==> config.mk <==
export PLATFORM = sky130hd
export DESIGN_NAME = emsync_top
export DESIGN_NICKNAME = d
export VERILOG_FILES = /design/src/rtl/emsync_pkg.sv /design/src/rtl/emsync_top.sv
export VERILOG_INCLUDE_DIRS = /design/src /design/src/rtl
export SDC_FILE = /design/constraint.sdc
export NUM_CORES = 1
export LEC_CHECK = 0
export BUFFER_PORTS_ARGS = -buffer_cell sky130_fd_sc_hd__buf_2
export CORE_UTILIZATION = 58
export DETAILED_ROUTE_END_ITERATION = 8
export PLACE_DENSITY = 0.76
export SYNTH_ARGS = -nofsm -noshare
export SYNTH_HDL_FRONTEND = slang
export SYNTH_HIERARCHICAL = 1
export SYNTH_SLANG_ARGS = --single-unit
==> constraint.sdc <==
create_clock -name hclk -period 9.6 [get_ports hclk]
set_clock_uncertainty 0.1 [all_clocks]
set_input_delay 2.4 -clock hclk [delete_from_list [all_inputs] [get_ports hclk]]
set_output_delay 2.4 -clock hclk [all_outputs]
set_load 0.05 [all_outputs]
==> src/rtl/emsync_cfg.svh <==
// Summary of operation
// - emulation line tracks run, trace line tracks trace
// - output on: line low one cycle after halt
// - output on: line released one cycle after start
// - input on: half second from run to high
// - output on: trace line low when trace stops
// - output on: trace line high when trace starts
// - input low halts emulation within five cycles in level mode
// - input high starts emulation within 200 us
// - trace input low stops, high starts trace
// - latched mode samples inputs on strobe rising edge
// - run waits for first high, green lamp only
// - lamps: yellow idle, none busy, green-yellow run
// - red-yellow after recovery and during reinit
// - supply or clock loss reported at next break
// - capture ports zero to two, never port three
// - qualified trace starts frame after qualifying event
// - break cause may flag both near breakpoints
// - interrupt at break appends four extra frames
// - running timers gain one count per break
`ifndef EMSYNC_CFG_SVH
`define EMSYNC_CFG_SVH

// register byte offsets
`define EMS_CTRL_OFS     8'h00
`define EMS_CMD_OFS      8'h04
`define EMS_STATUS_OFS   8'h08
`define EMS_BP0_OFS      8'h0C
`define EMS_BP1_OFS      8'h10

// control register fields
`define EMS_C_EMU_OUT    0
`define EMS_C_EMU_LVL    1
`define EMS_C_EMU_LAT    2
`define EMS_C_TRC_OUT    3
`define EMS_C_TRC_LVL    4
`define EMS_C_TRC_LAT    5
`define EMS_C_QUAL       6
`define EMS_C_AFTER      7
`define EMS_C_SLOW       8
`define EMS_CTRL_W       9
`define EMS_CTRL_RST     9'h000

// command register fields (write-only pulses)
`define EMS_K_RUN        0
`define EMS_K_HALT       1
`define EMS_K_TSTART     2
`define EMS_K_TSTOP      3
`define EMS_K_REINIT     4
`define EMS_K_BUSY       5
`define EMS_K_DONE       6
`define EMS_K_HWERR      7
`define EMS_K_RECOVER    8

// status sticky error fields, write one to clear
`define EMS_S_VCC        9
`define EMS_S_CLK        10
`define EMS_S_RST        11

// timing
`define EMS_CLK_NS       100
`define EMS_HOLDOFF_MS   500
`define EMS_HOLDOFF_CYC  ((`EMS_HOLDOFF_MS * 1000000) / `EMS_CLK_NS)
`define EMS_REINIT_CYC   16
`define EMS_EXTRA_FRAMES 3'h4
`define EMS_NEAR_DIST    17'h00005

`endif

==> src/rtl/emsync_pkg.sv <==
package emsync_pkg;
  typedef enum logic [1:0] {
    EMS_IDLE = 2'b00,
    EMS_ARM  = 2'b01,
    EMS_RUN  = 2'b10
  } emsync_emu_e;
endpackage

==> src/rtl/emsync_top.sv <==
`timescale 1ns/100ps
`default_nettype none
`include "emsync_cfg.svh"

module emsync_sync3 #(
  parameter int W = 1
) (
  input  wire logic         hclk,
  input  wire logic         hresetn,
  input  wire logic [W-1:0] din,
  output var  logic [W-1:0] dout
);
  logic [W-1:0] s1_ff;
  logic [W-1:0] s2_ff;
  logic [W-1:0] s3_ff;
  // a bit only moves once stages two and three agree
  always_ff @(posedge hclk or negedge hresetn) begin
    if (!hresetn) begin
      s1_ff <= '0;
      s2_ff <= '0;
      s3_ff <= '0;
      dout  <= '0;
    end else begin
      s1_ff <= din;
      s2_ff <= s1_ff;
      s3_ff <= s2_ff;
      dout  <= (s2_ff & ~(s2_ff ^ s3_ff)) | (dout & (s2_ff ^ s3_ff));
    end
  end
endmodule

module emsync_top
  import emsync_pkg::*;
#(
  parameter int HOLDOFF_CYC = `EMS_HOLDOFF_CYC
) (
  input  wire logic        hclk,
  input  wire logic        hresetn,
  input  wire logic        hsel,
  input  wire logic [7:0]  haddr,
  input  wire logic [1:0]  htrans,
  input  wire logic        hwrite,
  input  wire logic [2:0]  hsize,
  input  wire logic [31:0] hwdata,
  input  wire logic        hready,
  output logic             hreadyout,
  output logic             hresp,
  output logic [31:0]      hrdata,
  input  wire logic        emulation_sync_line_in,
  output logic             emulation_sync_line_out,
  output logic             emulation_sync_line_oe_n,
  input  wire logic        trace_sync_line_in,
  output logic             trace_sync_line_out,
  output logic             trace_sync_line_oe_n,
  input  wire logic        addr_latch_strobe,
  input  wire logic [7:0]  target_port0,
  input  wire logic [7:0]  target_port1,
  input  wire logic [7:0]  target_port2,
  input  wire logic        target_vcc_ok,
  input  wire logic        target_clk_alive,
  input  wire logic        target_reset_pin,
  input  wire logic        break_req,
  input  wire logic        breakpoint_zero_hit,
  input  wire logic        breakpoint_one_hit,
  input  wire logic        irq_at_break,
  input  wire logic        qualify_event,
  input  wire logic        timer_running,
  output logic             timer_extra_count,
  output logic             trace_wr,
  output logic [23:0]      trace_data,
  output logic             emulating,
  output logic             lamp_red,
  output logic             lamp_green,
  output logic             lamp_yellow
);
  localparam logic [23:0] HOLD_LOAD = 24'(HOLDOFF_CYC - 1);

  // bus and register state
  logic                    wr_pend_ff;
  logic [7:0]              wr_addr_ff;
  logic [`EMS_CTRL_W-1:0]  ctrl_ff;
  logic [15:0]             bp0_addr_ff;
  logic [15:0]             bp1_addr_ff;
  logic [31:0]             rdata_ff;
  logic [8:0]              cmd;
  logic [2:0]              errclr;
  // target side
  logic [29:0]             pins;
  logic                    ale_prev_ff;
  logic                    ale_rise;
  logic                    emu_lat_ff;
  logic                    trc_lat_ff;
  logic                    emu_eff;
  logic                    trc_eff;
  logic                    emu_in_en;
  logic                    trc_in_en;
  // emulation and trace control
  emsync_emu_e             state_ff;
  emsync_emu_e             nxt_state;
  logic [23:0]             hold_cnt_ff;
  logic                    seen_high_ff;
  logic                    tracing_ff;
  logic                    busy_ff;
  logic                    hw_err_ff;
  logic                    recovered_ff;
  logic [4:0]              reinit_cnt_ff;
  logic [2:0]              err_ff;
  logic                    err_report_ff;
  logic [1:0]              cause_ff;
  logic                    qual_seen_ff;
  logic [2:0]              extra_cnt_ff;
  logic                    brk;
  logic                    running;
  logic                    near;
  logic [16:0]             bp_diff;

  assign running = (state_ff == EMS_RUN);
  assign brk     = running && break_req;
  assign hreadyout = 1'b1;
  assign hresp     = 1'b0;
  assign hrdata    = rdata_ff;
  assign emulating = running;
  assign emulation_sync_line_out = 1'b0;
  assign trace_sync_line_out     = 1'b0;

  // address phase captured, write data applied one cycle later
  always_ff @(posedge hclk or negedge hresetn) begin
    if (!hresetn) begin
      wr_pend_ff <= 1'b0;
      wr_addr_ff <= 8'h00;
    end else begin
      wr_pend_ff <= hsel && hready && htrans[1] && hwrite;
      wr_addr_ff <= haddr;
    end
  end

  assign cmd    = (wr_pend_ff && wr_addr_ff == `EMS_CMD_OFS) ?
                  hwdata[8:0] : 9'h000;
  assign errclr = (wr_pend_ff && wr_addr_ff == `EMS_STATUS_OFS) ?
                  hwdata[`EMS_S_RST:`EMS_S_VCC] : 3'h0;

  always_ff @(posedge hclk or negedge hresetn) begin
    if (!hresetn) begin
      ctrl_ff     <= `EMS_CTRL_RST;
      bp0_addr_ff <= 16'h0000;
      bp1_addr_ff <= 16'h0000;
    end else if (wr_pend_ff) begin
      if (wr_addr_ff == `EMS_CTRL_OFS)
        ctrl_ff <= hwdata[`EMS_CTRL_W-1:0];
      if (wr_addr_ff == `EMS_BP0_OFS)
        bp0_addr_ff <= hwdata[15:0];
      if (wr_addr_ff == `EMS_BP1_OFS)
        bp1_addr_ff <= hwdata[15:0];
    end
  end

  // read data loaded in the address phase so it stands in the data phase
  always_ff @(posedge hclk or negedge hresetn) begin
    if (!hresetn) begin
      rdata_ff <= 32'h0000_0000;
    end else if (hsel && hready && htrans[1] && !hwrite) begin
      unique case (haddr)
        `EMS_CTRL_OFS:   rdata_ff <= {23'h000000, ctrl_ff};
        `EMS_STATUS_OFS: rdata_ff <= {17'h00000, cause_ff, err_report_ff,
                                      err_ff, lamp_yellow, lamp_green,
                                      lamp_red, seen_high_ff, trc_eff,
                                      emu_eff, state_ff == EMS_ARM,
                                      tracing_ff, running};
        `EMS_BP0_OFS:    rdata_ff <= {16'h0000, bp0_addr_ff};
        `EMS_BP1_OFS:    rdata_ff <= {16'h0000, bp1_addr_ff};
        default:         rdata_ff <= 32'h0000_0000;
      endcase
    end
  end

  // all target pins cross into hclk through three stages
  emsync_sync3 #(.W(30)) u_pins (
    .hclk    (hclk),
    .hresetn (hresetn),
    .din     ({emulation_sync_line_in, trace_sync_line_in,
               addr_latch_strobe, target_vcc_ok, target_clk_alive,
               target_reset_pin, target_port2, target_port1,
               target_port0}),
    .dout    (pins)
  );

  always_ff @(posedge hclk or negedge hresetn) begin
    if (!hresetn)
      ale_prev_ff <= 1'b0;
    else
      ale_prev_ff <= pins[27];
  end
  assign ale_rise = pins[27] && !ale_prev_ff;

  // latched mode samples on strobe rising edge
  always_ff @(posedge hclk or negedge hresetn) begin
    if (!hresetn) begin
      emu_lat_ff <= 1'b1;
      trc_lat_ff <= 1'b1;
    end else if (ale_rise) begin
      emu_lat_ff <= pins[29];
      trc_lat_ff <= pins[28];
    end
  end

  assign emu_in_en = ctrl_ff[`EMS_C_EMU_LVL] || ctrl_ff[`EMS_C_EMU_LAT];
  assign trc_in_en = ctrl_ff[`EMS_C_TRC_LVL] || ctrl_ff[`EMS_C_TRC_LAT];
  assign emu_eff = ctrl_ff[`EMS_C_EMU_LAT] ? emu_lat_ff : pins[29];
  assign trc_eff = ctrl_ff[`EMS_C_TRC_LAT] ? trc_lat_ff : pins[28];

  // emulation run control
  always_comb begin
    nxt_state = state_ff;
    unique case (state_ff)
      EMS_IDLE:
        if (cmd[`EMS_K_RUN])
          nxt_state = emu_in_en ? EMS_ARM : EMS_RUN;
      EMS_ARM:
        if (cmd[`EMS_K_HALT])
          nxt_state = EMS_IDLE;
        // start after holdoff once line is high
        else if (hold_cnt_ff == 24'h000000 && emu_eff)
          nxt_state = EMS_RUN;
      EMS_RUN:
        if (cmd[`EMS_K_HALT] || brk || (emu_in_en && !emu_eff))
          nxt_state = EMS_IDLE;
      default:
        nxt_state = EMS_IDLE;
    endcase
    if (cmd[`EMS_K_REINIT])
      nxt_state = EMS_IDLE;
  end

  always_ff @(posedge hclk or negedge hresetn) begin
    if (!hresetn)
      state_ff <= EMS_IDLE;
    else
      state_ff <= nxt_state;
  end

  // half second holdoff from run command
  always_ff @(posedge hclk or negedge hresetn) begin
    if (!hresetn)
      hold_cnt_ff <= 24'h000000;
    else if (state_ff == EMS_IDLE && cmd[`EMS_K_RUN])
      hold_cnt_ff <= HOLD_LOAD;
    else if (hold_cnt_ff != 24'h000000)
      hold_cnt_ff <= hold_cnt_ff - 24'h000001;
  end

  // remembers whether the line was high while input was on
  always_ff @(posedge hclk or negedge hresetn) begin
    if (!hresetn)
      seen_high_ff <= 1'b0;
    else if (emu_in_en && emu_eff)
      seen_high_ff <= 1'b1; // a high in the reinit cycle still counts
    else if (cmd[`EMS_K_REINIT])
      seen_high_ff <= 1'b0;
  end

  // trace follows its line when input is on
  always_ff @(posedge hclk or negedge hresetn) begin
    if (!hresetn)
      tracing_ff <= 1'b0;
    else if (cmd[`EMS_K_REINIT])
      tracing_ff <= 1'b0;
    else if (trc_in_en)
      tracing_ff <= trc_eff;
    else if (cmd[`EMS_K_TSTART])
      tracing_ff <= 1'b1;
    else if (cmd[`EMS_K_TSTOP])
      tracing_ff <= 1'b0;
  end

  // open drain, pulled low when stopped
  // far end must not fight the sink
  always_ff @(posedge hclk or negedge hresetn) begin
    if (!hresetn) begin
      emulation_sync_line_oe_n <= 1'b1;
      trace_sync_line_oe_n     <= 1'b1;
    end else begin
      emulation_sync_line_oe_n <= !(ctrl_ff[`EMS_C_EMU_OUT] &&
                                    nxt_state != EMS_RUN);
      trace_sync_line_oe_n     <= !(ctrl_ff[`EMS_C_TRC_OUT] && !tracing_ff);
    end
  end

  // losses are only noted while running, reported at break
  always_ff @(posedge hclk or negedge hresetn) begin
    if (!hresetn) begin
      err_ff        <= 3'h0;
      err_report_ff <= 1'b0;
    end else begin
      err_ff[0] <= (running && !pins[26]) || (err_ff[0] && !errclr[0]);
      err_ff[1] <= (running && !pins[25]) || (err_ff[1] && !errclr[1]);
      err_ff[2] <= (!running && pins[24]) || (err_ff[2] && !errclr[2]);
      if (brk)
        err_report_ff <= err_ff[0] || err_ff[1];
      else if (cmd[`EMS_K_RUN])
        err_report_ff <= 1'b0;
    end
  end

  assign bp_diff = {1'b0, bp0_addr_ff} - {1'b0, bp1_addr_ff};
  assign near = ((bp_diff[16] ? 17'(-bp_diff) : bp_diff) < `EMS_NEAR_DIST)
             || bp0_addr_ff[11:2] == 10'h000
             || bp1_addr_ff[11:2] == 10'h000;

  always_ff @(posedge hclk or negedge hresetn) begin
    if (!hresetn)
      cause_ff <= 2'b00;
    else if (brk)
      cause_ff <= {breakpoint_one_hit || (breakpoint_zero_hit && near),
                   breakpoint_zero_hit || (breakpoint_one_hit && near)};
  end

  // one extra timer count per break
  always_ff @(posedge hclk or negedge hresetn) begin
    if (!hresetn)
      timer_extra_count <= 1'b0;
    else
      timer_extra_count <= brk && timer_running;
  end

  always_ff @(posedge hclk or negedge hresetn) begin
    if (!hresetn)
      qual_seen_ff <= 1'b0;
    else if (!tracing_ff)
      qual_seen_ff <= 1'b0;
    else if (qualify_event)
      qual_seen_ff <= 1'b1;
  end

  // interrupt at break appends four frames
  always_ff @(posedge hclk or negedge hresetn) begin
    if (!hresetn)
      extra_cnt_ff <= 3'h0;
    else if (brk && irq_at_break && tracing_ff &&
             (ctrl_ff[`EMS_C_QUAL] || ctrl_ff[`EMS_C_AFTER]))
      extra_cnt_ff <= `EMS_EXTRA_FRAMES;
    else if (ale_rise && extra_cnt_ff != 3'h0)
      extra_cnt_ff <= extra_cnt_ff - 3'h1;
  end

  // frames hold ports 0 to 2 only
  always_ff @(posedge hclk or negedge hresetn) begin
    if (!hresetn) begin
      trace_wr   <= 1'b0;
      trace_data <= 24'h000000;
    end else begin
      trace_wr <= ale_rise && ((extra_cnt_ff != 3'h0) || (tracing_ff &&
                  (!ctrl_ff[`EMS_C_QUAL] || qual_seen_ff ||
                   (ctrl_ff[`EMS_C_SLOW] && qualify_event))));
      if (ale_rise)
        trace_data <= pins[23:0];
    end
  end

  // software-owned busy and error status
  always_ff @(posedge hclk or negedge hresetn) begin
    if (!hresetn) begin
      busy_ff       <= 1'b0;
      hw_err_ff     <= 1'b0;
      recovered_ff  <= 1'b0;
      reinit_cnt_ff <= 5'h00;
    end else begin
      busy_ff <= cmd[`EMS_K_BUSY] || (busy_ff && !cmd[`EMS_K_DONE]);
      hw_err_ff <= cmd[`EMS_K_HWERR] ||
                   (hw_err_ff && !cmd[`EMS_K_RECOVER]);
      if (cmd[`EMS_K_RECOVER] && hw_err_ff)
        recovered_ff <= 1'b1;
      else if (cmd[`EMS_K_BUSY] || cmd[`EMS_K_RUN])
        recovered_ff <= 1'b0;
      if (cmd[`EMS_K_REINIT])
        reinit_cnt_ff <= 5'(`EMS_REINIT_CYC);
      else if (reinit_cnt_ff != 5'h00)
        reinit_cnt_ff <= reinit_cnt_ff - 5'h01;
    end
  end

  always_ff @(posedge hclk or negedge hresetn) begin
    if (!hresetn) begin
      lamp_red    <= 1'b0;
      lamp_green  <= 1'b0;
      lamp_yellow <= 1'b1;
    end else if (hw_err_ff) begin
      lamp_red    <= 1'b1;
      lamp_green  <= 1'b0;
      lamp_yellow <= 1'b0;
    end else if (reinit_cnt_ff != 5'h00 || recovered_ff) begin
      lamp_red    <= 1'b1;
      lamp_green  <= 1'b0;
      lamp_yellow <= 1'b1;
    end else begin
      lamp_red    <= 1'b0;
      lamp_green  <= running || state_ff == EMS_ARM;
      lamp_yellow <= running || (state_ff == EMS_IDLE && !busy_ff);
    end
  end
endmodule
`default_nettype wire

Word-level counts from Yosys, hierarchy flattened

Cells that the tools add are included.
W data, S select, Z words.

Output and inout bits: 68
Register bits after elaboration: 282
Input bits: 86
Logic and storage cells: 184

$add $sub $neg: 5
Bitwise logic cells: 5
Equal/unequal tests: 11
$lt $le $gt $ge: 1
Reduce and logical (&&, ||, !) cells: 91
Multiplexer cells: 37

Operators with widths:

| operator                | count |
|---|---|
| $pmux W16 S4            | 1 |
| $and A30 B30 Y30        | 2 |
| $mux W24                | 2 |
| $logic_and A1 B1 Y1     | 34 |
| $eq A8 B4 Y1 const B    | 4 |
| $not A30 Y30            | 1 |
| $or A30 B30 Y30         | 1 |
| $xor A30 B30 Y30        | 1 |
| $logic_not A24 Y1       | 1 |
| $reduce_bool A24 Y1     | 1 |
| $sub A24 B1 Y24 const B | 1 |
| $logic_or A1 B1 Y1      | 22 |
| $logic_not A10 Y1       | 2 |
| $mux W1                 | 20 |
| $lt A17 B3 Y1 const B   | 1 |
| $mux W17                | 1 |
| $neg A17 Y17            | 1 |
| $sub A16 B16 Y17        | 1 |
| $eq A8 B5 Y1 const B    | 2 |
| $logic_not A1 Y1        | 16 |
| $logic_not A8 Y1        | 2 |
| $mux W2                 | 6 |
| $reduce_bool A2 Y1      | 6 |
| $mux W5                 | 2 |
| 14 further kinds        | 19 |

Longest topological paths before layout

Gate-level depths: netlist of run 1.

Word-level depth: 11
Mapped depth: 14
Mapped depth without buffers: 13

By module

The synthesis of run 1 kept the hierarchy.

By module, submodules not included:

| module       | seq. area each (sq um) | area each (sq um) | instances | cells each |
|---|---|---|---|---|
| emsync_top   | 3659.8                 | 8111.5            | 1         | 848 |
| emsync_sync3 | 3002.9                 | 3340.7            | 1         | 150 |

Least setup slack after synthesis of run 1

No wires, ideal clock.

Path type: input -> register
Start: input port haddr[0]
End: register rdata_ff[14], in the netlist hrdata[14]
Setup slack: 5638 ps
Data required time: 9417 ps
Stages: 6
Path buffers: 0
Arrival: 3780 ps
Setup time: 83 ps
Path through: or4_1 > nor2_1 > nand2_1 > nor2_1 > a21oi_1 > o21ai_0

Word-level cells in the longest chain between the ends: 2
Elaborated cells on any way between the ends: 5
Those cells by class: 3 x eq/ne; 1 x mux; 1 x reduce/logical

RTL lines:

| element                              | line              | source |
|---|---|---|
| from (decl)                          | emsync_top.sv:40  | `input wire logic [7:0] haddr,` |
| $eq A8 B5 Y1 (tied with other cells) | emsync_top.sv:162 | `unique case (haddr)` |
| $pmux W16 S4 *                       | emsync_top.sv:162 |  |
| to (signal assigned)                 | emsync_top.sv:163 | `` `EMS_CTRL_OFS: rdata_ff <= {23'h000000, ctrl_ff}; `` |
| to (signal assigned)                 | emsync_top.sv:164 | `` `EMS_STATUS_OFS: rdata_ff <= {17'h00000, cause_ff, err_report_ff, `` |
| to (signal assigned)                 | emsync_top.sv:169 | `` `EMS_BP0_OFS: rdata_ff <= {16'h0000, bp0_addr_ff}; `` |
| to (decl)                            | emsync_top.sv:84  | `logic [31:0] rdata_ff;` |

Every way passes the cells marked *; elsewhere a longest branch is shown, timed or not.
A chain may end at the register's enable or synchronous reset.

Final worst setup path of run 1

Start: register state_ff[0]
End: output port emulating

Word-level cells in the longest chain between the ends: 1

RTL lines:

| element                | line              | source |
|---|---|---|
| from (decl)            | emsync_top.sv:98  | `emsync_emu_e state_ff;` |
| from (signal assigned) | emsync_top.sv:238 | `state_ff <= nxt_state;` |
| $eq A2 B2 Y1           | emsync_top.sv:117 | `assign running = (state_ff == EMS_RUN);` |
| to (decl)              | emsync_top.sv:71  | `output logic emulating,` |

Every way passes these cells.

==> key figures, run 1 <==
Pwr
  • Peak VDD IR: 0.1963 mV
  • Pleak: 6.053 nW
  • Clock network power share: 35.3%
  • P per Cell Area: 216.0 nW/um2
  • Net Sw Power: 828.2 uW
  • Cell internal pwr: 1.989 mW
  • Combinational power share: 17.6%
  • Sequential Power Share: 47.1%
  • Overall Power: 2.817 mW
  • Switching share of total power: 29.40%

Worst setup path
  • Flop2flop setup slack: 5.84 ns
  • Critical path startpoint: state_ff[0]
  • R2R Path End: cause_ff[1]
  • Critical path startpoint category: flop
  • WP data required: 7.10 ns
  • Reg2Reg Depth: 13
  • Worst EP arrival: 1.71 ns
  • Max FO, Critical Path: 7
  • Critical Path End: emulating
  • Critical path endpoint category: primary output
  • Critical path type: flop to primary output
  • Worst r2r src: bp0_addr_ff[0]

Detailed routing
  • Remaining DRCs: 0
  • Final WL: 23630 um
  • Wire per inst: 16.88 um
  • Top Layer Used: met5
  • Met3 routed WL: 1068 um
  • Via/cell ratio: 5.588
  • Routed length on met2: 12050 um
  • Pre-antenna DRT Iters: 7
  • Met1 WL: 9781 um
  • Initial DRC Count: 506
  • Via count: 7823
  • Antenna viol nets, final: 0

Placement
  • IO buf count: 113
  • Final HPWL DP: 16190 um
  • Area post-placement: 12190 um2
  • Cell Count Post-Placement: 1351
  • RePlAce Congestion: 0.9010

Synthesis
  • Synthesized flop and latch total: 266
  • Top FF cell, synth: dfrtp_1
  • Simple-gate share of the synthesized area: 13.98%
  • Synth Cell Area: 11450 um2
  • Compound-cell area share of the yosys netlist: 9.571%
  • Syn avg cell area: 11.48 um2
  • Area leader, netlist: dfrtp_1
  • Post-synth top area share: 57.03%
  • Post-synth EDFFs: 0
  • Adder-cell share of the synthesized area: 5.965%
  • Syn Inst Count: 998
  • Most frequent cell after synthesis: dfrtp_1
  • Synth area leaders: dfrtp_1, nand2_1, mux2_2, maj3_2, ha_1
  • Ys async rst share: 100.0%
  • Total number of yosys warnings: 6
  • Synth cell count leaders: dfrtp_1, nand2_1, nor2_1
  • Post-Synth XOR/XNOR Area: 2.360%
  • Seq/Total Area, Yosys: 58.18%
  • Largest family of logic cells by synthesized area: simple AND/OR/NAND/NOR gates
  • Multiplexer share of the synthesized area: 6.304%
  • Yosys cell types: 85

Layout
  • Final nets: 1228
  • Final Non-Filler Cells: 1400
  • Post-route cell area: 13040 um2
  • Share of cells above drive strength 1: 23.21%
  • Fillers: 1461
  • Area delta synth->final: 13.90%

CTS
  • CTS sink count: 266
  • CTS Buffer Depth: 3
  • Root Driver: clkbuf_16
  • Post-CTS Setup Inserts: 0
  • Clock Latency Late Sink: 0.52 ns
  • CTS Buf Count: 27
  • H-Tree Depth: 1
  • Cts hold-fix bufs: 0
  • PostCTS Resize Cnt: 0
  • Clock-pin transition on the worst setup and hold timing paths: 0.06 ns
  • CTS tree: done

STA
  • Final period utilization: 43.81%
  • Worst-Margin Slew: 1.062 ns
  • Final setup TNS: 0 ns
  • Setup Viol. Count Final: 0
  • Final hold vios: 0
  • Crit path time final: 4.205 ns
  • Slew Viols, Final: 0
  • Upper clock frequency limit: 0.2378 GHz
  • Relative slew slack: 28.88%
  • RSZ-0062 raised after global routing: false

Global route
  • Antenna violations before repair: 3
  • Total gr overflow: 0
  • Tot GR Track Use: 24.93%
  • First-pass GRT wire length: 39640 um
  • Number of global-route vias before repair: 7884
  • Pin count of the biggest net entering global routing: 144

Die
  • Core ar.: 19400 um2
  • IO Pins: 154
  • Height of the die: 142.5 um
  • Initial core utilization: 59.04%
  • Die ar.: 20310 um2
  • Die Width: 142.5 um
  • Site Rows: 51

Status
  • Outcome: finished, final reports clean

Run
  • Max-cap violation count: 0

Min path
  • Hold WC Path Type: flop to flop
[cell families after synthesis]
logic type	after synthesis
buffers and inverters	84
other	2
adders and majority gates	57
and+or+nand+nor	327
muxes	67
AOI/OAI and AO/OA	165
xor gates and xnor gates	30
DFF	266
[worst max-delay path, cell delays in order, from the launching register on]
cell,delay [ns]
dfrtp_1,0.42
inv_1,0.12
ha_1,0.32
buf_2,0.32
[routing by layer]
layer	GRT usage [%]	vias to the layer above
met3	3.903	49
met1	31.67	3871
met5	0	-
met4	9.055	4
li1	-	3692
met2	43.32	207
[worst min path at each step]
stage / from / endpoint / slack [ns] / cells past startpoint
floorplan: u_pins/s1_ff[0] / u_pins/s2_ff[0] / 0.23 / 0
global placement: u_pins/s1_ff[19] / u_pins/s2_ff[19] / 0.23 / 0
detailed placement: u_pins/s1_ff[3] / u_pins/s2_ff[3] / 0.23 / 0
CTS: u_pins/s1_ff[3] / u_pins/s2_ff[3] / 0.24 / 0
global route: u_pins/s1_ff[24] / u_pins/s2_ff[24] / 0.25 / 0
finish: u_pins/s1_ff[3] / u_pins/s2_ff[3] / 0.24 / 0
[area by class of cell]
type | count | area, um2 | area share, %
antenna | 2 | 5.005 | 0.03837
clock buffer | 36 | 759.5 | 5.823
clock inverter | 11 | 90.09 | 0.6906
inverter | 37 | 138.9 | 1.065
multi-input combinational | 666 | 4451 | 34.12
sequential | 266 | 6663 | 51.08
tap | 265 | 331.6 | 2.542
timing repair buffer | 117 | 605.6 | 4.643
[power groups by stage]
| stage | combinational, mW | clock [mW] | sequential [mW] |
|---|---|---|---|
| final | 0.496 | 0.995 | 1.33 |
| after global routing | 0.548 | 1.06 | 1.34 |
| after CTS | 0.500 | 1.01 | 1.33 |
| after detailed placement | 0.490 | 0 | 1.34 |
| after global placement | 0.479 | 0 | 1.34 |
| after floorplan | 0.283 | 0 | 1.42 |
[cells in the final DEF, fill, tap and decap left out, types with 26 or more instances in the layout]
cell,instances
a21oi_1,42
buf_2,112
clkbuf_16,27
dfrtp_1,261
ha_1,26
inv_1,37
maj3_2,30
mux2_2,41
mux2i_1,26
nand2_1,148
nor2_1,60
o21ai_0,52
[stage by stage]
| step | utilization [%] | worst slack (ns) | hold slack, ns |
|---|---|---|---|
| floorplan | - | 5.638 | 0.2312 |
| global placement | 62.84 | 4.903 | 0.2311 |
| detailed placement | 62.84 | 4.896 | 0.2347 |
| CTS | 67.21 | 5.393 | 0.2407 |
| global route | 67.21 | 5.234 | 0.2525 |
| finish | 67.24 | 5.395 | 0.2421 |
Note: power is estimated with default switching activity, not from simulation.
==> inputs of run 2 (changes only) <==
CORE_UTILIZATION = 52   (was 58)
PLACE_DENSITY = 0.72   (was 0.76)
clock period = 3.5 ns   (was 9.6 ns; I/O delays follow)
==> key figures, run 2 (same netlist as run 1, synthesis figures left out) <==
Global route
  • Tot GR Track Use: 22.24%
  • Antenna violations before repair: 0
  • First-pass GRT wire length: 39230 um
  • Number of global-route vias before repair: 7762
  • Pin count of the biggest net entering global routing: 72
  • Total gr overflow: 0

CTS
  • CTS tree: done
  • CTS sink count: 266
  • CTS Buffer Depth: 3
  • Cts hold-fix bufs: 0
  • Clock Latency Late Sink: 0.54 ns
  • CTS Buf Count: 27
  • H-Tree Depth: 1
  • Clock-pin transition on the worst setup and hold timing paths: 0.06 ns
  • Root Driver: clkbuf_16

Die
  • Initial core utilization: 53.80%
  • Site Rows: 53
  • IO Pins: 154
  • Height of the die: 150.4 um
  • Die Width: 150.4 um
  • Core ar.: 21290 um2
  • Die ar.: 22620 um2

STA
  • Crit path time final: 3.457 ns
  • Final Hold Slack: 0.2016 ns
  • Upper clock frequency limit: 0.2892 GHz
  • Setup Viol. Count Final: 0
  • Post-route setup slack: 0.04265 ns
  • Worst-Margin Slew: 1.093 ns
  • Final hold vios: 0
  • RSZ-0062 raised after global routing: true
  • Final period utilization: 98.78%
  • Slew Viols, Final: 0
  • Relative slew slack: 26.77%

Detailed routing
  • Pre-antenna DRT Iters: 5
  • Remaining DRCs: 0
  • Via count: 7888
  • Initial DRC Count: 381
  • Antenna viol nets, final: 0
  • Wire per inst: 16.70 um
  • Via/cell ratio: 5.451
  • Final WL: 24160 um

Worst setup path
  • Top cell by count, worst path: nand4_1
  • Levels on crit path: 14
  • Worst EP arrival: 3.83 ns
  • Crit path max-delay cell type: dfrtp_1
  • Max FO, Critical Path: 4
  • WP data required: 3.87 ns
  • Crit-path cells: ha_4 -> fa_2 -> and2b_1 -> o211ai_1 -> a211o_1 -> nand4_1 -> buf_4 -> buf_6 -> nand3_2 -> o32ai_2 -> o21ba_4 -> nor4_4 -> nand4_1 -> a21oi_2
  • Critical path startpoint category: flop
  • Critical path endpoint category: flop
  • Critical path type: flop to flop
  • Crit path max-delay family: compound AO/OA/AOI/OAI gates
  • Crit path largest cell delay: 0.41 ns
  • CP bufs+invs: 2
  • Reg2Reg Depth: 14

Min path
  • Hold WC Path Type: input pin to asynchronous set/reset pin

Pwr
  • P per Cell Area: 593.9 nW/um2
  • Peak VDD IR: 0.5119 mV
  • Switching share of total power: 28.90%
  • Sequential Power Share: 45.0%
  • Pleak: 6.288 nW
  • Net Sw Power: 2.327 mW
  • Combinational power share: 18.0%
  • Clock network power share: 37.0%
  • Cell internal pwr: 5.726 mW

Layout
  • Share of cells above drive strength 1: 27.33%
  • Commonest non-fill, non-tap cells in the layout: dfrtp_1, nand2_1, buf_2, nor2_1, o21ai_0
  • Final nets: 1263
  • Commonest non-fill, non-tap cell in the layout: dfrtp_1
  • Area delta synth->final: 18.40%

Placement
  • RePlAce Congestion: 0.8701
  • DP Worst Slack: -0.04053 ns
  • Final HPWL DP: 16900 um
  • IO buf count: 113

Status
  • Outcome: finished, final reports clean

Run
  • Max-cap violation count: 0
## run 2: cell types whose count changed in the layout (fill, tap and decap cells not counted), moves of 3 or more
cell / before / now
buf_4: 4 / 35
clkbuf_8: 5 / 11
clkinv_2: 8 / 3
buf_12: 0 / 3
## run 2: layout make-up
cell class | count | area, um2
repair buffers | 152 | 909.6
diodes | 1 | 2.502
clock inverters | 9 | 111.4
well taps | 275 | 344.1
inverters | 37 | 138.9
clock buffers | 41 | 838.3
fillers | 1688 | 7727
multi-input cells | 666 | 4552
flip-flops and latches | 266 | 6663
## run 2: layer usage
layer  vias up  GRT usage, %  wire, um
li1       3762             -         -
met4         0         7.020       527
met5         -             0         0
met1      3914         28.72     10480
met2       167         38.41     12100
met3        45         3.485      1057
## run 2: timing repair
item | CTS | global route
setup buffers | 5 | 4
pin swaps | 9 | 10
setup endpoints to repair | 2 | 2
gates resized for setup | 10 | 13
## run 2: power by group through the flow
stage,clock network (mW),registers (mW),logic [mW]
5_1_grt,3.16,3.67,1.60
4_1_cts,3.05,3.63,1.43
6_report,2.98,3.62,1.45
3_5_place_dp,0,3.67,1.40
3_3_place_gp,0,3.66,1.36
2_1_floorplan,0,3.88,0.776
## run 2: path summary, 6_finish.rpt
path / startpoint / endpoint / slack, ns
setup / recovery: bp1_addr_ff[0] / cause_ff[0] / 0.04
hold / removal: hresetn / asynchronous set/reset pin / 0.20
setup reg to reg: bp1_addr_ff[0] / cause_ff[0] / 0.04
hold reg to reg: u_pins/s1_ff[12] / u_pins/s2_ff[12] / 0.25
max in group asynchronous: hresetn / trace_sync_line_oe_n / 2.30
min in group hclk: u_pins/s1_ff[12] / u_pins/s2_ff[12] / 0.25
## run 2: per-stage QoR
step                setup TNS, ns  area, um2  instances  util, %  power [mW]
floorplan                       0      11520       1016        -       4.660
global placement                0      12430       1387    58.41       5.027
detailed placement       -0.05026      12430       1387    58.41       5.073
CTS                             0      13460       1442    63.22       8.106
global route              -0.2035      13560       1446    63.69       8.430
finish                          0      13560       1447    63.70       8.053
==> inputs of run 3 (changes only) <==
SETUP_SLACK_MARGIN = 0.05   (was default)
==> key figures, run 3 (same netlist as run 1, synthesis figures left out) <==
Detailed routing
  • Final WL: 24170 um
  • Initial DRC Count: 373
  • Antenna viol nets, final: 0
  • Remaining DRCs: 0
  • Wire per inst: 16.70 um
  • Pre-antenna DRT Iters: 5
  • Via/cell ratio: 5.459
  • Via count: 7899

Worst setup path
  • Flop2flop setup slack: 0.04 ns
  • Critical path type: flop to flop
  • Worst EP arrival: 3.83 ns
  • Critical path endpoint category: flop
  • Max FO, Critical Path: 4
  • WP data required: 3.87 ns
  • Critical path startpoint category: flop

Pwr
  • Clock network power share: 37.0%
  • Switching share of total power: 28.91%
  • Pleak: 6.288 nW
  • Cell internal pwr: 5.726 mW
  • Sequential Power Share: 45.0%
  • Peak VDD IR: 0.5119 mV
  • Combinational power share: 18.0%
  • Net Sw Power: 2.328 mW
  • P per Cell Area: 594.0 nW/um2

CTS
  • H-Tree Depth: 1
  • CTS Buf Count: 27
  • CTS Buffer Depth: 3
  • Cts hold-fix bufs: 0
  • Root Driver: clkbuf_16
  • CTS sink count: 266
  • Clock Latency Late Sink: 0.54 ns
  • Clock-pin transition on the worst setup and hold timing paths: 0.06 ns
  • CTS tree: done

Die
  • Site Rows: 53
  • Initial core utilization: 53.80%
  • Core ar.: 21290 um2
  • Die ar.: 22620 um2
  • Height of the die: 150.4 um
  • IO Pins: 154
  • Die Width: 150.4 um

STA
  • Upper clock frequency limit: 0.2886 GHz
  • RSZ-0062 raised after global routing: true
  • Final period utilization: 98.99%
  • Final hold vios: 0
  • Slew Viols, Final: 0
  • Relative slew slack: 26.75%
  • Final Hold Slack: 0.2016 ns
  • Crit path time final: 3.465 ns
  • Worst-Margin Slew: 1.094 ns
  • Setup Viol. Count Final: 0

Layout
  • Area delta synth->final: 18.40%
  • Commonest non-fill, non-tap cells in the layout: dfrtp_1, nand2_1, buf_2, nor2_1, o21ai_0
  • Share of cells above drive strength 1: 27.33%
  • Fillers: 1688
  • Commonest non-fill, non-tap cell in the layout: dfrtp_1
  • Fin util: 63.70%
  • Final nets: 1263

Global route
  • Met3 track utilization from global routing: 3.485%
  • Number of global-route vias before repair: 7762
  • Global-route met2 utilization: 38.41%
  • Most used routing layer: met2
  • Total gr overflow: 0
  • Tot GR Track Use: 22.24%
  • Met1 usage: 28.72%
  • First-pass GRT wire length: 39230 um
  • Pin count of the biggest net entering global routing: 72
  • Antenna violations before repair: 0

Placement
  • IO buf count: 113
  • Final HPWL DP: 16900 um
  • RePlAce Congestion: 0.8701

Min path
  • Hold WC Path Type: input pin to asynchronous set/reset pin

Run
  • Max-cap violation count: 0

Status
  • Outcome: finished, final reports clean
run 3: layer usage:
layer,up-vias,wire length (um)
met2,178,12080
met3,45,1140
li1,3761,-
met1,3915,10420
met5,-,0
met4,0,527
run 3: worst max-delay path, stage by stage (launching register included):
cell      delay (ns)
dfrtp_1         0.41
ha_4            0.19
fa_2            0.33
and2b_1         0.22
o211ai_1        0.20
a211o_1         0.35
nand4_1         0.13
buf_4           0.14
buf_6           0.10
nand3_2         0.06
o32ai_2         0.27
o21ba_4         0.19
nor4_4          0.28
nand4_1         0.24
a21oi_2         0.19
run 3: cell type report:
type	instances	area, um2	area share [%]
inverters	37	138.9	1.024
well taps	275	344.1	2.538
clock inverters	9	111.4	0.8213
clock buffers	41	838.3	6.183
repair buffers	152	909.6	6.708
diodes	1	2.502	0.01846
flip-flops and latches	266	6663	49.14
multi-input cells	666	4552	33.57
run 3: worst paths after layout:
check,start,end,cells past startpoint
setup / recovery,bp1_addr_ff[0],cause_ff[0],14
hold / removal,hresetn,asynchronous set/reset pin,1
setup reg to reg,bp1_addr_ff[0],cause_ff[0],14
hold reg to reg,u_pins/s1_ff[12],u_pins/s2_ff[12],0
max in group asynchronous,hresetn,trace_sync_line_oe_n,2
min in group hclk,u_pins/s1_ff[12],u_pins/s2_ff[12],0
run 3: metrics by stage:
| step | cells | setup TNS, ns | instance area (um2) | setup slack [ns] | power (mW) |
|---|---|---|---|---|---|
| 6_report | 1447 | 0 | 13560 | 0.03533 | 8.054 |
| 3_5_place_dp | 1387 | -0.05026 | 12430 | -0.04053 | 5.073 |
| 3_3_place_gp | 1387 | 0 | 12430 | 0.02499 | 5.027 |
| 4_1_cts | 1442 | 0 | 13460 | 0.02208 | 8.106 |
| 5_1_grt | 1446 | -0.2035 | 13560 | -0.1118 | 8.430 |
| 2_1_floorplan | 1016 | 0 | 11520 | 0.2971 | 4.660 |
run 3: repair_timing:
action	in CTS	in global routing
resized for setup	10	13
setup buffers	5	4
endpoints found under the setup margin	2	2
pin swaps	9	10
run 3: power groups by stage:
stage          Sequential [mW]  Combinational, mW  Clock [mW]
6_report                  3.62               1.45        2.98
2_1_floorplan             3.88              0.776           0
5_1_grt                   3.67               1.60        3.16
3_5_place_dp              3.67               1.40           0
4_1_cts                   3.63               1.43        3.05
3_3_place_gp              3.66               1.36           0
